==> src/core/coproc_pkg.sv <==
// Constants and types for the coprocessor channel port.
// Assumes one 125 MHz clock and an Avalon-MM register master.
package coproc_pkg;
  localparam int ADDR_W = 4;
  localparam logic [ADDR_W-1:0] CTRL_OFS = 4'h0;
  localparam logic [ADDR_W-1:0] STAT_OFS = 4'h1;
  localparam logic [ADDR_W-1:0] OPA_OFS = 4'h2;
  localparam logic [ADDR_W-1:0] OPB_OFS = 4'h3;
  localparam logic [ADDR_W-1:0] CMD_OFS = 4'h4;
  localparam logic [ADDR_W-1:0] RES_OFS = 4'h5;
  localparam logic [ADDR_W-1:0] OLD_OFS = 4'h6;
  localparam logic [ADDR_W-1:0] TRAP_OFS = 4'h7;
  // Control register bits
  localparam int CTRL_PRESENT = 0;
  localparam int CTRL_SUPER = 1;
  localparam int CTRL_IRQ_MASK = 2;
  localparam int CTRL_ALL_MASK = 3;
  localparam logic [3:0] CTRL_RESET = 4'h2;
  // Command register bits
  localparam int CMD_LOAD = 0;
  localparam int CMD_TC = 1;
  localparam int CMD_SA = 2;
  localparam int CMD_OPT_LO = 4;
  localparam int CMD_GO = 8;
  localparam int CMD_TRAPTAKE = 9;
  // Status bits
  localparam int ST_ACTIVE = 0;
  localparam int ST_BUSY = 1;
  localparam int ST_NOTPRES = 2;
  localparam int ST_CPEXC = 3;
  localparam logic [31:0] UNMAPPED = 32'h0000_0000;
  typedef enum logic [1:0] {TRAP_NONE, TRAP_NOTPRES, TRAP_CPEXC} trap_e;
  typedef enum {S_IDLE, S_STORE, S_LOAD} xfer_e;
endpackage

==> src/core/status_word.sv <==
// Processor status bits: active flag, old copy, masks.
// Assumes one clock; updates come as one-cycle pulses.
`timescale 1ns/100ps
module status_word
  import coproc_pkg::*;
(
  // Clock and reset
  input wire logic sys_clk,
  input wire logic reset_n,
  // Update requests
  input wire logic set_active,
  input wire logic clr_active,
  input wire logic trap_taken,
  input wire logic mask_wr,
  input wire logic supervisor,
  input wire logic irq_mask_in,
  input wire logic all_mask_in,
  // State
  output logic operation_active_flag,
  output logic old_active_reg,
  output logic irq_mask_bit,
  output logic all_trap_mask_bit
);
  always_ff @(posedge sys_clk or negedge reset_n) begin
    if (!reset_n) begin
      operation_active_flag <= 1'b0;
    end else if (set_active) begin
      operation_active_flag <= 1'b1;
    end else if (clr_active) begin
      operation_active_flag <= 1'b0;
    end
  end
  always_ff @(posedge sys_clk or negedge reset_n) begin
    if (!reset_n) begin
      old_active_reg <= 1'b0;
    end else if (trap_taken) begin
      old_active_reg <= operation_active_flag;
    end
  end
  always_ff @(posedge sys_clk or negedge reset_n) begin
    if (!reset_n) begin
      irq_mask_bit <= 1'b0;
      all_trap_mask_bit <= 1'b0;
    end else if (mask_wr && supervisor) begin
      irq_mask_bit <= irq_mask_in;
      all_trap_mask_bit <= all_mask_in;
    end
  end
  property p_mask_guard;
    @(posedge sys_clk) disable iff (!reset_n)
      (mask_wr && !supervisor) |=> $stable(irq_mask_bit) && $stable(all_trap_mask_bit);
  endproperty
  a_mask_guard: assert property (p_mask_guard)
    else $error("mask changed from user mode");
  property p_set;
    @(posedge sys_clk) disable iff (!reset_n)
      set_active |=> operation_active_flag;
  endproperty
  a_set: assert property (p_set)
    else $error("active flag not set");
  property p_old;
    @(posedge sys_clk) disable iff (!reset_n)
      trap_taken |=> old_active_reg == $past(operation_active_flag);
  endproperty
  a_old: assert property (p_old)
    else $error("old copy wrong");
endmodule

==> src/core/xfer_latch.sv <==
// Holds one outgoing request stable until acknowledged.
// Assumes load pulse only when idle.
`timescale 1ns/100ps
module xfer_latch #(
  parameter int W = 70
) (
  // Clock and reset
  input wire logic sys_clk,
  input wire logic reset_n,
  // Capture
  input wire logic load,
  input wire logic [W-1:0] din,
  // Held value
  output logic [W-1:0] dout
);
  always_ff @(posedge sys_clk or negedge reset_n) begin
    if (!reset_n) begin
      dout <= '0;
    end else if (load) begin
      dout <= din;
    end
  end
endmodule

==> src/core/coproc_channel_port.sv <==
// Coprocessor channel port: Avalon-MM registers, channel request side.
// Assumes channel inputs synchronous to sys_clk; coprocessor on far side.
// How it works
// - active flag one means operation started, results not yet read.
// - store with mark bit sets flag, load clears, zero leaves it.
// - trap entry copies active flag into old status copy.
// - present bit clear makes load or store trap, no transfer.
// - interrupt masks writable only in supervisor mode.
// - store drives 64 bits on address and data buses together.
// - load takes 32 bits from data bus only.
// - select line high for every coprocessor request.
// - qualifier with write starts operation; with read it has no effect, errors still trap.
// - store completes on accept; data-ready ignored.
// - store waits while accept inactive, request stays pending.
// - load completes on data-ready.
// - three type lines driven during transfers.
// - stores use write protocol, loads read protocol.
// - load puts operand B on address bus.
// - data error in transfer gives coprocessor exception trap.
// - control bit drives qualifier line.
`timescale 1ns/100ps
module coproc_channel_port
  import coproc_pkg::*;
(
  // Clock and reset
  input wire logic sys_clk,
  input wire logic reset_n,
  // Avalon-MM slave
  input wire logic [ADDR_W-1:0] avs_address,
  input wire logic avs_read,
  input wire logic avs_write,
  input wire logic [31:0] avs_writedata,
  output logic [31:0] avs_readdata,
  output logic avs_waitrequest,
  // Channel request
  output logic chan_req,
  output logic chan_rw,
  output logic coproc_select_line,
  output logic transfer_qualifier_line,
  output logic [2:0] transfer_type_lines,
  output logic [31:0] chan_addr,
  output logic [31:0] chan_data_out,
  output logic chan_data_oe,
  // Channel response
  input wire logic [31:0] chan_data_in,
  input wire logic coproc_accept_line,
  input wire logic data_ready_input,
  input wire logic data_error_input,
  // Status outputs
  output logic operation_active_out,
  output logic trap_pending
);
  localparam int HW = 70;
  localparam int OPA_MSB = HW - 1;
  localparam int OPB_MSB = OPA_MSB - 32;
  logic [3:0] ctrl_reg;
  logic [31:0] opa_reg;
  logic [31:0] opb_reg;
  logic [31:0] result_reg;
  trap_e trap_reg;
  xfer_e state_reg;
  logic ack_reg;
  logic set_pulse;
  logic clr_pulse;
  logic trap_pulse;
  logic mask_pulse;
  logic start;
  logic go_store;
  logic go_load;
  logic done;
  logic [HW-1:0] hold_in;
  logic [HW-1:0] hold;
  logic active_flag;
  logic old_active;
  logic irq_mask;
  logic all_mask;
  logic err_seen;
  logic wr_acc;
  logic rd_acc;

  // Write lands on the edge that sees waitrequest low
  assign wr_acc = avs_write && ack_reg;
  assign rd_acc = avs_read && !ack_reg;
  assign start = wr_acc && avs_address == CMD_OFS && avs_writedata[CMD_GO] && state_reg == S_IDLE;
  assign go_store = start && ctrl_reg[CTRL_PRESENT] && !avs_writedata[CMD_LOAD];
  assign go_load = start && ctrl_reg[CTRL_PRESENT] && avs_writedata[CMD_LOAD];
  assign done = (state_reg == S_STORE && coproc_accept_line) ||
                (state_reg == S_LOAD && data_ready_input);
  assign set_pulse = done && state_reg == S_STORE && hold[CMD_SA];
  assign clr_pulse = done && state_reg == S_LOAD && hold[CMD_SA];
  assign err_seen = done && data_error_input;
  assign trap_pulse = wr_acc && avs_address == CMD_OFS && avs_writedata[CMD_TRAPTAKE];
  assign mask_pulse = wr_acc && avs_address == CTRL_OFS;
  assign hold_in = {opa_reg[31:0], opb_reg[31:0], avs_writedata[CMD_OPT_LO +: 3],
                    avs_writedata[CMD_SA], avs_writedata[CMD_TC], avs_writedata[CMD_LOAD]};

  xfer_latch #(
    .W(HW)
  ) u_hold (
    .sys_clk(sys_clk),
    .reset_n(reset_n),
    .load(go_store || go_load),
    .din(hold_in),
    .dout(hold)
  );

  status_word u_status (
    .sys_clk(sys_clk),
    .reset_n(reset_n),
    .set_active(set_pulse),
    .clr_active(clr_pulse),
    .trap_taken(trap_pulse),
    .mask_wr(mask_pulse),
    .supervisor(ctrl_reg[CTRL_SUPER]),
    .irq_mask_in(avs_writedata[CTRL_IRQ_MASK]),
    .all_mask_in(avs_writedata[CTRL_ALL_MASK]),
    .operation_active_flag(active_flag),
    .old_active_reg(old_active),
    .irq_mask_bit(irq_mask),
    .all_trap_mask_bit(all_mask)
  );

  // Control register writes
  always_ff @(posedge sys_clk or negedge reset_n) begin
    if (!reset_n) begin
      ctrl_reg <= CTRL_RESET;
    end else if (mask_pulse) begin
      ctrl_reg[CTRL_PRESENT] <= avs_writedata[CTRL_PRESENT];
      ctrl_reg[CTRL_SUPER] <= avs_writedata[CTRL_SUPER];
    end
  end

  // Operand registers
  always_ff @(posedge sys_clk or negedge reset_n) begin
    if (!reset_n) begin
      opa_reg <= 32'h0000_0000;
      opb_reg <= 32'h0000_0000;
    end else if (wr_acc && avs_address == OPA_OFS) begin
      opa_reg <= avs_writedata;
    end else if (wr_acc && avs_address == OPB_OFS) begin
      opb_reg <= avs_writedata;
    end
  end

  always_ff @(posedge sys_clk or negedge reset_n) begin
    if (!reset_n) begin
      state_reg <= S_IDLE;
    end else begin
      unique case (state_reg)
        S_IDLE: begin
          if (go_store) begin
            state_reg <= S_STORE;
          end else if (go_load) begin
            state_reg <= S_LOAD;
          end
        end
        S_STORE, S_LOAD: begin
          if (done) begin
            state_reg <= S_IDLE;
          end
        end
      endcase
    end
  end

  always_ff @(posedge sys_clk or negedge reset_n) begin
    if (!reset_n) begin
      result_reg <= 32'h0000_0000;
    end else if (done && state_reg == S_LOAD) begin
      result_reg <= chan_data_in;
    end
  end

  always_ff @(posedge sys_clk or negedge reset_n) begin
    if (!reset_n) begin
      trap_reg <= TRAP_NONE;
    end else if (start && !ctrl_reg[CTRL_PRESENT]) begin
      trap_reg <= TRAP_NOTPRES;
    end else if (err_seen) begin
      trap_reg <= TRAP_CPEXC;
    end else if (trap_pulse) begin
      trap_reg <= TRAP_NONE;
    end
  end

  always_ff @(posedge sys_clk or negedge reset_n) begin
    if (!reset_n) begin
      chan_req <= 1'b0;
      chan_rw <= 1'b0;
      coproc_select_line <= 1'b0;
      transfer_qualifier_line <= 1'b0;
      transfer_type_lines <= 3'h0;
      chan_addr <= 32'h0000_0000;
      chan_data_out <= 32'h0000_0000;
      chan_data_oe <= 1'b0;
    end else if (go_store || go_load) begin
      chan_req <= 1'b1;
      chan_rw <= go_load;
      coproc_select_line <= 1'b1;
      transfer_qualifier_line <= avs_writedata[CMD_TC];
      transfer_type_lines <= avs_writedata[CMD_OPT_LO +: 3];
      chan_addr <= go_load ? opb_reg : opa_reg;
      chan_data_out <= opb_reg;
      chan_data_oe <= go_store;
    end else if (done) begin
      chan_req <= 1'b0;
      coproc_select_line <= 1'b0;
      chan_data_oe <= 1'b0;
    end
  end

  // Status outputs
  always_ff @(posedge sys_clk or negedge reset_n) begin
    if (!reset_n) begin
      operation_active_out <= 1'b0;
      trap_pending <= 1'b0;
    end else begin
      operation_active_out <= active_flag;
      trap_pending <= trap_reg != TRAP_NONE;
    end
  end

  // Avalon answer: one wait cycle, then data
  always_ff @(posedge sys_clk or negedge reset_n) begin
    if (!reset_n) begin
      ack_reg <= 1'b0;
      avs_waitrequest <= 1'b1;
      avs_readdata <= UNMAPPED;
    end else begin
      ack_reg <= (avs_read || avs_write) && !ack_reg;
      avs_waitrequest <= !((avs_read || avs_write) && !ack_reg);
      if (rd_acc) begin
        unique case (avs_address)
          CTRL_OFS: avs_readdata <= {28'h0, all_mask, irq_mask, ctrl_reg[CTRL_SUPER], ctrl_reg[CTRL_PRESENT]};
          STAT_OFS: avs_readdata <= {28'h0, trap_reg == TRAP_CPEXC, trap_reg == TRAP_NOTPRES,
                                     state_reg != S_IDLE, active_flag};
          OPA_OFS: avs_readdata <= opa_reg;
          OPB_OFS: avs_readdata <= opb_reg;
          RES_OFS: avs_readdata <= result_reg;
          OLD_OFS: avs_readdata <= {31'h0, old_active};
          TRAP_OFS: avs_readdata <= {30'h0, trap_reg};
          default: avs_readdata <= UNMAPPED;
        endcase
      end
    end
  end

  property p_hold;
    @(posedge sys_clk) disable iff (!reset_n)
      (chan_req && !done) |=> $stable(chan_addr) && $stable(chan_rw) && $stable(transfer_type_lines);
  endproperty
  a_hold: assert property (p_hold)
    else $error("request changed before ack");
  property p_wait;
    @(posedge sys_clk) disable iff (!reset_n)
      (state_reg == S_STORE && !coproc_accept_line) |=> state_reg == S_STORE;
  endproperty
  a_wait: assert property (p_wait)
    else $error("store left without accept");
  property p_sel;
    @(posedge sys_clk) disable iff (!reset_n)
      chan_req |-> coproc_select_line;
  endproperty
  a_sel: assert property (p_sel)
    else $error("select low during request");
  property p_absent;
    @(posedge sys_clk) disable iff (!reset_n)
      (start && !ctrl_reg[CTRL_PRESENT]) |=> !chan_req && trap_reg == TRAP_NOTPRES;
  endproperty
  a_absent: assert property (p_absent)
    else $error("transfer without present bit");
  property p_err;
    @(posedge sys_clk) disable iff (!reset_n)
      err_seen |=> trap_reg == TRAP_CPEXC;
  endproperty
  a_err: assert property (p_err)
    else $error("error not trapped");
  property p_qual;
    @(posedge sys_clk) disable iff (!reset_n)
      chan_req |-> transfer_qualifier_line == hold[CMD_TC];
  endproperty
  a_qual: assert property (p_qual)
    else $error("qualifier differs from control bit");
  property p_dir;
    @(posedge sys_clk) disable iff (!reset_n)
      chan_req |-> chan_rw == hold[CMD_LOAD] && chan_data_oe == !hold[CMD_LOAD];
  endproperty
  a_dir: assert property (p_dir)
    else $error("direction differs from command");
  property p_operands;
    @(posedge sys_clk) disable iff (!reset_n)
      chan_req |-> chan_data_out == hold[OPB_MSB -: 32] &&
        chan_addr == (chan_rw ? hold[OPB_MSB -: 32] : hold[OPA_MSB -: 32]);
  endproperty
  a_operands: assert property (p_operands)
    else $error("operand buses differ from latched request");
  property p_store_done;
    @(posedge sys_clk) disable iff (!reset_n)
      state_reg == S_STORE |=> chan_req == !$past(coproc_accept_line);
  endproperty
  a_store_done: assert property (p_store_done)
    else $error("store end not tied to accept");
  property p_load_done;
    @(posedge sys_clk) disable iff (!reset_n)
      state_reg == S_LOAD |=> chan_req == !$past(data_ready_input);
  endproperty
  a_load_done: assert property (p_load_done)
    else $error("load end not tied to data ready");
  property p_result;
    @(posedge sys_clk) disable iff (!reset_n)
      (state_reg == S_LOAD && data_ready_input) |=> result_reg == $past(chan_data_in);
  endproperty
  a_result: assert property (p_result)
    else $error("result not taken from data bus");
  // Avalon one wait state
  property p_ack;
    @(posedge sys_clk) disable iff (!reset_n)
      ((avs_read || avs_write) && avs_waitrequest) |=> !avs_waitrequest;
  endproperty
  a_ack: assert property (p_ack)
    else $error("bus request not answered");
  c_store: cover property (@(posedge sys_clk) state_reg == S_STORE ##1 state_reg == S_IDLE);
  c_load: cover property (@(posedge sys_clk) state_reg == S_LOAD ##1 state_reg == S_IDLE);
  c_err: cover property (@(posedge sys_clk) err_seen);
  c_notpres: cover property (@(posedge sys_clk) start && !ctrl_reg[CTRL_PRESENT]);
endmodule

==> config.mk <==
export PLATFORM = sky130hd
export DESIGN_NAME = coproc_channel_port
export DESIGN_NICKNAME = d
export VERILOG_FILES = /design/src/core/coproc_pkg.sv /design/src/core/status_word.sv /design/src/core/xfer_latch.sv /design/src/core/coproc_channel_port.sv
export SDC_FILE = /design/constraint.sdc
export NUM_CORES = 1
export LEC_CHECK = 0
export ABC_AREA = 1
export BUFFER_PORTS_ARGS = -buffer_cell sky130_fd_sc_hd__clkbuf_2
export CAP_MARGIN = 10
export CORE_ASPECT_RATIO = 0.6
export CORE_UTILIZATION = 37
export DETAILED_ROUTE_END_ITERATION = 8
export GPL_ROUTABILITY_DRIVEN = 0
export PLACE_DENSITY = 0.6
export RECOVER_POWER = 100
export SLEW_MARGIN = 10
export SYNTH_ARGS = -nofsm -noshare
export SYNTH_HDL_FRONTEND = slang
export SYNTH_SLANG_ARGS = --single-unit
==> constraint.sdc <==
create_clock -name sys_clk -period 1.74 [get_ports sys_clk]
set_clock_uncertainty 0.15 [all_clocks]
set_input_delay 0.348 -clock sys_clk [delete_from_list [all_inputs] [get_ports sys_clk]]
set_output_delay 0.348 -clock sys_clk [all_outputs]
set_load 0.01 [all_outputs]
Word level (Yosys, flattened, before mapping). Index checks and enable logic that the tools add are counted.

Bits in registers: 246. Input bits: 75. Logic and storage cells: 93.

Eq/ne operators: 15. Multiplexer cells: 14. Bitwise operators: 1. Reduce and logical (&&, ||, !) cells: 40.

Operators by type and width (count): $pmux W32 S7 (1); $mux W32 (4); $eq A32 B2 Y1 const B (2); $logic_not A32 Y1 (2); $pmux W32 S2 (1); $eq A32 B1 Y1 const B (1); $eq A32 B3 Y1 const B (1); $reduce_bool A32 Y1 (1); $logic_and A1 B1 Y1 (22); $eq A4 B3 Y1 const B (4); $eq A4 B2 Y1 const B (2); $mux W2 (3); $reduce_bool A2 Y1 (3); $mux W1 (5); $eq A4 B1 Y1 const B (1); $logic_not A1 Y1 (4); $logic_not A4 Y1 (1); $reduce_and A2 Y1 (2); $logic_or A1 B1 Y1 (3); $ne A3 B3 Y1 const B (1); $reduce_bool A3 Y1 (1); $eq A2 B1 Y1 const B (1); $eq A2 B2 Y1 const B (1); $ne A2 B2 Y1 const B (1); 2 further kinds (2).

Logic depth before layout (Yosys ltp). Gate-level depths: netlist (run 1).

Depth after elaboration: 9. Depth in mapped cells: 10. Mapped depth without buffers: 9.

Hierarchy. Synthesis (run 1) repeated with hierarchy kept, for this count alone.

Cell total of the unflattened synthesis: 1430. Area, all modules: 12109.1 um2.

Modules (own cells, without submodules): coproc_channel_port (times used 1, cells an instance 1118, area each 9265.1 um2, seq. area each 5232.5 um2); xfer_latch (times used 1, cells an instance 296, area each 2691.3 um2, seq. area each 1751.7 um2); status_word (times used 1, cells an instance 16, area each 152.6 um2, seq. area each 100.1 um2).

Worst setup path after synthesis (run 1). OpenSTA, ideal clock, no wires.

Path type: reg-to-reg. Start point: reg state_reg[0]. End point: reg result_reg[10]. Library setup time: 0.117 ns. Arrival time: 1.456 ns. Slack: 0.017 ns. Stages on the path, launching flop included: 10. Buffers on the path: 2. Cells stage by stage: dfrtp_1 -> inv_1 -> ha_1 -> buf_2 -> inv_1 -> o22ai_4 -> nand2_1 -> clkbuf_1 -> nand2_1 -> nand2_1.

Longest elaborated chain between the ends: 4. Elaborated cells between the ends (all ways): 6. Classes of those cells: eq/ne (2); reduce/logical (4).

RTL lines: from (decl) (line coproc_channel_port.sv:61) `xfer_e state_reg;`; from (signal assigned) (line coproc_channel_port.sv:147) `state_reg <= S_IDLE;`; from (signal assigned) (line coproc_channel_port.sv:152) `state_reg <= S_STORE;`; from (signal assigned) (line coproc_channel_port.sv:154) `state_reg <= S_LOAD;`; $eq A32 B2 Y1 / $eq A32 B3 Y1 (equally long branches) (line coproc_channel_port.sv:87, coproc_channel_port.sv:88, coproc_channel_port.sv:169); $logic_and A1 B1 Y1 (on tied branches) (line coproc_channel_port.sv:87, coproc_channel_port.sv:88); $logic_or A1 B1 Y1 (line coproc_channel_port.sv:87) `assign done = (state_reg == S_STORE && coproc_accept_line) ||`; $logic_and A1 B1 Y1 * (line coproc_channel_port.sv:169) `end else if (done && state_reg == S_LOAD) begin`; to (signal assigned) (line coproc_channel_port.sv:170) `result_reg <= chan_data_in;`; to (decl) (line coproc_channel_port.sv:59) `logic [31:0] result_reg;`.

Every way passes the cells marked *; elsewhere a longest branch is shown, timed or not. A chain may end at the register's enable or synchronous reset.

Worst setup path after layout (run 1).
Start point: reg state_reg[1]. End point: reg result_reg[18].

Same word-level chain as after synthesis.

==> results of run 1 <==
==> layer usage <==
metal,GRT usage [%],vias to the layer above
met1,37.7,4190
met5,0,-
met2,33.5,365
li1,-,4127
met4,4.05,0
met3,5.21,37
==> critical path: cells and delay by family (launching register included) <==
| kind | cells | cell delay (ns) |
|---|---|---|
| flops | 1 | 0.40 |
| fa+ha+maj | 1 | 0.14 |
| simple gates | 1 | 0.17 |
| buf+inv | 4 | 0.47 |
| compound gates | 2 | 0.37 |
==> stage by stage <==
step                      instance area [sq um]  power, W  hold slack, ns
after global routing                      12800    0.0149          0.0394
after floorplan                            9220   0.00773         -0.0976
after CTS                                 12500    0.0138         0.00574
after detailed placement                  11000   0.00900          0.0652
final                                     12800    0.0142          0.0271
after global placement                    11000   0.00896          0.0665
==> cells in the mapped netlist <==
| master | instances |
|---|---|
| a21oi_1 | 8 |
| a22oi_1 | 1 |
| buf_1 | 1 |
| buf_2 | 26 |
| buf_4 | 3 |
| buf_6 | 5 |
| clkbuf_1 | 25 |
| dfrtp_1 | 212 |
| dfstp_2 | 2 |
| ha_1 | 3 |
| inv_1 | 59 |
| inv_2 | 7 |
| nand2_1 | 493 |
| nand2_2 | 4 |
| nand3_1 | 94 |
| nand3b_1 | 1 |
| nand4_1 | 34 |
| nand4_4 | 1 |
| nor2_1 | 21 |
| nor2_2 | 4 |
| nor2_4 | 4 |
| nor3_1 | 1 |
| o211ai_1 | 6 |
| o21a_1 | 1 |
| o21ai_0 | 23 |
| o21ai_1 | 57 |
| o22ai_4 | 1 |
| or2_2 | 1 |
==> what timing repair did <==
item	4_1_cts	5_1_grt
hold buffers	63	0
gates cloned	3	10
hold endpoints to repair	305	0
endpoints found under the setup margin	82	91
resized for setup	11	84
pin swaps	3	8
setup buffers	5	7
==> kinds of logic (layout without fill, tap and decap cells) <==
| kind of cell | Yosys count | count (layout) |
|---|---|---|
| AOI/OAI and AO/OA | 97 | 97 |
| adders and majority gates | 3 | 3 |
| buffers and inverters | 126 | 441 |
| DFF | 214 | 214 |
| and+or+nand+nor | 658 | 659 |
==> worst min-delay path by stage <==
stage                     slack (ns)  startpoint                            endpoint
after detailed placement        0.07     reset_n  transfer_type_lines[1]$_DFFE_PN0P_
final                           0.03   avs_write           avs_waitrequest$_DFF_PN1_
after CTS                      0.006   avs_write           avs_waitrequest$_DFF_PN1_
after floorplan                 -0.1     reset_n                   ack_reg$_DFF_PN0_
after global routing            0.04   avs_write           avs_waitrequest$_DFF_PN1_
after global placement          0.07     reset_n  transfer_type_lines[1]$_DFFE_PN0P_
==> power groups by stage <==
stage	clock (W)	sequential [W]	combinational, W
2_1_floorplan	0	0.00643	0.00130
3_3_place_gp	0	0.00653	0.00242
3_5_place_dp	0	0.00654	0.00247
4_1_cts	0.00472	0.00646	0.00265
5_1_grt	0.00491	0.00660	0.00340
6_report	0.00462	0.00651	0.00311
==> cell type report <==
cell class,instances,share of cell area [%]
sequential,214,41.8
multi-input combinational,759,27.8
timing repair buffer,336,19.7
clock buffer,35,5.23
tap,322,3.14
inverter,66,2.07
clock inverter,4,0.195
==> qor.yml, run 1 <==
clocking:
  path_clk_slew_ns: 0.06
  cts_made_buffers: 22
  htreeDepth: 1
  root_buffer: "clkbuf_16"
  cts_tree: "yes"
  clockBufferDepth: 3
  worstSkewPairLatency_ns: 0.50
  cts.sinks: 214
yosys:
  syn_inst: 1098
  seq_area_frac_synth_pct: 58.1
  synth-compound-area-share_pct: 5.65
  yosys.area.top_type: "dfrtp_1"
  synth_xor_area_share_pct: 0
  yosysWarningCount: 0
  syn-cell-area_sq_um: 9220
  synth_top_area_share_pct: 57.6
  synth_mux_area_share_pct: 0
  syn_avg_cell_area_sq_um: 8.39
  synth.area.top_cells: "dfrtp_1, nand2_1, nand3_1"
  syn-num-nets: 1176
  ys_seq_elements: 214
  synth_top_family_by_area: "simple AND/OR/NAND/NOR gates"
  synth_adder_area_share_pct: 0.407
  synthSimpleGateAreaFrac_pct: 29.8
  synthDistinctLibCells: 28
power_and_ir_drop:
  cellLeakagePower_nw: 6.54
  irDropWorstVdd_uv: 632
  p_seq_share_pct: 45.7
  combPwrFrac_pct: 21.8
  switching_share_pct: 31.4
  intPower_w: 0.00977
  power.switching_w: 0.00447
  pwr_density_cell_nw_per_um2: 1110
  clkPwrFrac_pct: 32.5
min_path:
  hold_path_depth: 3
  hp-class: "in2reg"
route:
  wl_per_cell_um: 18.6
  route.met2.wl_um: 13000
  topRoutingLayerUsed: "met4"
  ant_nets: 0
  wl_met3_um: 2840
  via_count: 8719
  drtIter0Drc: 783
  wl_um: 32400
  drt-pass1-iter-count: 5
  via_per_inst: 5.02
  wl_met1_um: 16000
  drc: 0
sta:
  fmax_mhz: 563
  fin_setup_tns_ns: -0.300
  fin_ws_ns: -0.0362
  final.min_clock_period_ns: 1.78
  hold_viol_final: 0
  finalMaxSlewViolations: 0
  rsz0062_at_grt: "yes"
  setup-violations-final: 18
  relSlewSlack_pct: 53.2
  worst_pin_slew_ns: 0.702
  fin_crit_sh_pct: 102
finish:
  fill_cells: 2296
  nets: 1477
  final_common_cell: "nand2_1"
  final_core_util_pct: 52.7
  multi_input_area_sq_um: 3560
  seq_area_sq_um: 5360
  final_cell_mix: "nand2_1, dfrtp_1, clkbuf_1, nand3_1, clkbuf_2"
  fin_cells: 1736
  antenna_cells: 0
  drive_gt1_share_pct: 19.4
  area_delta_synth_final_pct: 39.0
place:
  placedCellCount: 1609
  port_buffers: 181
  place_hpwl_um: 20300
  pre_cts_slack_ns: -0.0827
global_routing:
  grt_antenna_before_repair: 0
  grt.overflow.total: 0
  grt_pass1_vias: 8237
  grtUsageTotal_pct: 23.9
  grt_start_max_net_pins: 58
  grt_pass1_wl_um: 47400
worst_setup_path:
  r2r_slack_ns: -0.04
  critical_path_arrival_ns: 2.05
  path_max_fanout: 8
  slowest_delay_ns: 0.40
  crit_chain: "inv_2 > buf_6 > ha_4 > inv_2 > o22ai_4 > nand2_4 > clkbuf_16 > a21oi_1"
  crit_path_end_kind: "register"
  cp_common_cell: "inv_2"
  reg2reg_depth: 8
  endpoint: "result_reg[18]$_DFFE_PN0N_"
  r2r-end: "result_reg[18]$_DFFE_PN0N_"
  path_class: "reg2reg"
  worstPathRequired_ns: 2.01
  timing.rr.start: "state_reg[1]$_DFFE_PN0P_"
  crit_start: "state_reg[1]$_DFFE_PN0P_"
  crit_slowest_cell: "dfrtp_1"
  startpoint_type: "register"
floorplanning:
  dieArea_sq_um: 25600
  start_util_pct: 37.9
  ioPinCount: 182
  num_rows: 44
  core_sq_um: 24300
  die_h_um: 124
  die_w_um: 206
job:
  maxCapViolations: 0
status:
  violations: "negative setup slack"
  outcome: "finished, violations left"
Power figures use the tool's default switching activity.
==> inputs of run 2 (changes only) <==
Settings changed: TNS_END_PERCENT from default to 1.
==> run 2 against run 1 <==
The flow now finishes without violations. Register-to-register slack better by 0.04 ns. Sequential power about the same. Critical path depth grew 3. Clock power about the same. Sequential share of layout area increased by 1.3 points. Design area is 3.0% lower. Non-clock buffer count is 12 lower. Largest cell class unchanged.
==> qor.yml, run 2 (same netlist as run 1, synthesis figures left out) <==
status:
  outcome: "completed"
sta:
  fin_ws_ns: 0.00706  # +0.0433 ns
  fin_crit_sh_pct: 99.6  # -2.5 points
  fmax_mhz: 577  # +2.5%
  hold_viol_final: 0  # unchanged
  relSlewSlack_pct: 52.1  # -1.1 points
  worst_pin_slew_ns: 0.719  # +0.0169 ns
  setup-violations-final: 0  # -18
  whs_ns: 0.0243  # -0.00279 ns
  rsz0062_at_grt: "yes"
  final.min_clock_period_ns: 1.73  # -0.0433 ns
  finalMaxSlewViolations: 0  # unchanged
route:
  drtIter0Drc: 715  # -8.7%
  ant_nets: 0  # unchanged
  via_per_inst: 4.96  # -1.3%
  via_count: 8544  # -2.0%
  wl_um: 30900  # -4.5%
  wl_per_cell_um: 17.9  # -3.8%
  drt-pass1-iter-count: 4  # -1
  drc: 0  # unchanged
place:
  place_hpwl_um: 20300  # unchanged
  pre_cts_slack_ns: -0.0827  # unchanged
  port_buffers: 181  # unchanged
worst_setup_path:
  crit_path_end_kind: "register"
  timing.rr.start: "state_reg[1]$_DFFE_PN0P_"
  startpoint_type: "register"
  path_max_fanout: 7  # -1
  endpoint: "state_reg[1]$_DFFE_PN0P_"
  worstPathRequired_ns: 1.98  # -0.03 ns
  path_class: "reg2reg"
  critical_path_arrival_ns: 1.97  # -0.08 ns
  r2r_slack_ns: 0.007  # +0.04 ns
  crit_start: "state_reg[1]$_DFFE_PN0P_"
  reg2reg_depth: 11  # +3
  r2r-end: "state_reg[1]$_DFFE_PN0P_"
min_path:
  hp-start: "avs_write"
  hp-class: "in2reg"
finish:
  fill_cells: 2326  # +1.3%
  multi_input_area_sq_um: 3450  # -3.2%
  antenna_cells: 0  # unchanged
  seq_area_sq_um: 5360  # unchanged
  final_cell_mix: "nand2_1, dfrtp_1, clkbuf_1, nand3_1, clkbuf_2"
  drive_gt1_share_pct: 17.0  # -2.5 points
  area_delta_synth_final_pct: 34.9
  nets: 1465  # -0.81%
  final_common_cell: "nand2_1"
clocking:
  cts_tree: "yes"
  root_buffer: "clkbuf_16"
  cts.sinks: 214  # unchanged
  path_clk_slew_ns: 0.06  # about the same
  worstSkewPairLatency_ns: 0.50  # about the same
  clockBufferDepth: 3  # unchanged
  cts_made_buffers: 22  # unchanged
  htreeDepth: 1  # unchanged
job:
  maxCapViolations: 0  # unchanged
power_and_ir_drop:
  irDropWorstVdd_uv: 530  # -16%
  pwr_density_cell_nw_per_um2: 1120  # +1.1%
  cellLeakagePower_nw: 6.36  # -2.8%
global_routing:
  grt_antenna_before_repair: 0  # unchanged
  grt_pass1_vias: 8235  # -0.024%
  grt.overflow.total: 0  # unchanged
  grtUsageTotal_pct: 23.9  # about the same
  grt_pass1_wl_um: 47300  # about the same
  grt_start_max_net_pins: 58  # unchanged
floorplanning:
  core_sq_um: 24300  # unchanged
  dieArea_sq_um: 25600  # unchanged
  die_h_um: 124  # unchanged
  start_util_pct: 37.9  # unchanged
  ioPinCount: 182  # unchanged
  die_w_um: 206  # unchanged
  num_rows: 44  # unchanged
[run 2: cell count changes in the layout (fill, tap and decap cells not counted), sizes merged]
cell    before  now
clkbuf     233  227
buf         75   69
[run 2: metal layers]
| layer | track usage (%) | wire length, um | up-vias |
|---|---|---|---|
| li1 | - | - | 4098 |
| met1 | 37.7 | 15500 | 4101 |
| met2 | 33.5 | 12600 | 311 |
| met3 | 5.21 | 2510 | 34 |
| met4 | 4.05 | 373 | 0 |
| met5 | 0 | 0 | - |
[run 2: how the worst min path moves through the flow]
stage                                         end  cells after the start
2_1_floorplan                   ack_reg$_DFF_PN0_                      0
3_3_place_gp   transfer_type_lines[1]$_DFFE_PN0P_                      1
3_5_place_dp   transfer_type_lines[1]$_DFFE_PN0P_                      1
4_1_cts                 avs_waitrequest$_DFF_PN1_                      3
5_1_grt                 avs_waitrequest$_DFF_PN1_                      3
6_report                avs_waitrequest$_DFF_PN1_                      3
[run 2: where the power goes]
group	internal, W	total, W	switching (W)
clock	0.00264	0.00462	0.00197
combinational	0.00116	0.00287	0.00171
sequential	0.00584	0.00648	0.000636
total	0.00965	0.0140	0.00432
[run 2: final cells by class]
cell class | instances | share of cell area (%)
clock buffers | 35 | 5.39
clock inverters | 4 | 0.201
inverters | 66 | 2.03
multi-input cells | 759 | 27.7
flip-flops and latches | 214 | 43.1
well taps | 322 | 3.24
repair buffers | 324 | 18.3
[run 2: timing repair]
item                       in CTS  in global routing
cloned                          3                  2
buffers inserted                3                  6
hold endpoints to repair      305                  0
pin swaps                       3                 21
gates resized for setup        10                 38
setup endpoints to repair      82                109
hold buffers                   63                  0
[run 2: worst max-delay path: stages, from the launching register on]
cell     delay, ns
dfrtp_1       0.39
inv_2         0.09
buf_6         0.11
ha_4          0.14
inv_2         0.04
o22ai_4       0.20
buf_8         0.20
inv_4         0.06
nand2_2       0.06
nand2_2       0.06
nand2_2       0.07
nand2_1       0.04
[run 2: through the flow]
stage | instances | util [%] | instance area [sq um] | power (W) | TNS, ns
floorplan | 1098 | - | 9220 | 0.00773 | 0
global placement | 1609 | 45.1 | 11000 | 0.00896 | -1.77
finish | 1724 | 51.1 | 12400 | 0.0140 | 0
detailed placement | 1609 | 45.1 | 11000 | 0.00900 | -1.94
global route | 1724 | 51.1 | 12400 | 0.0146 | -1.73
CTS | 1717 | 51.1 | 12400 | 0.0138 | -1.47
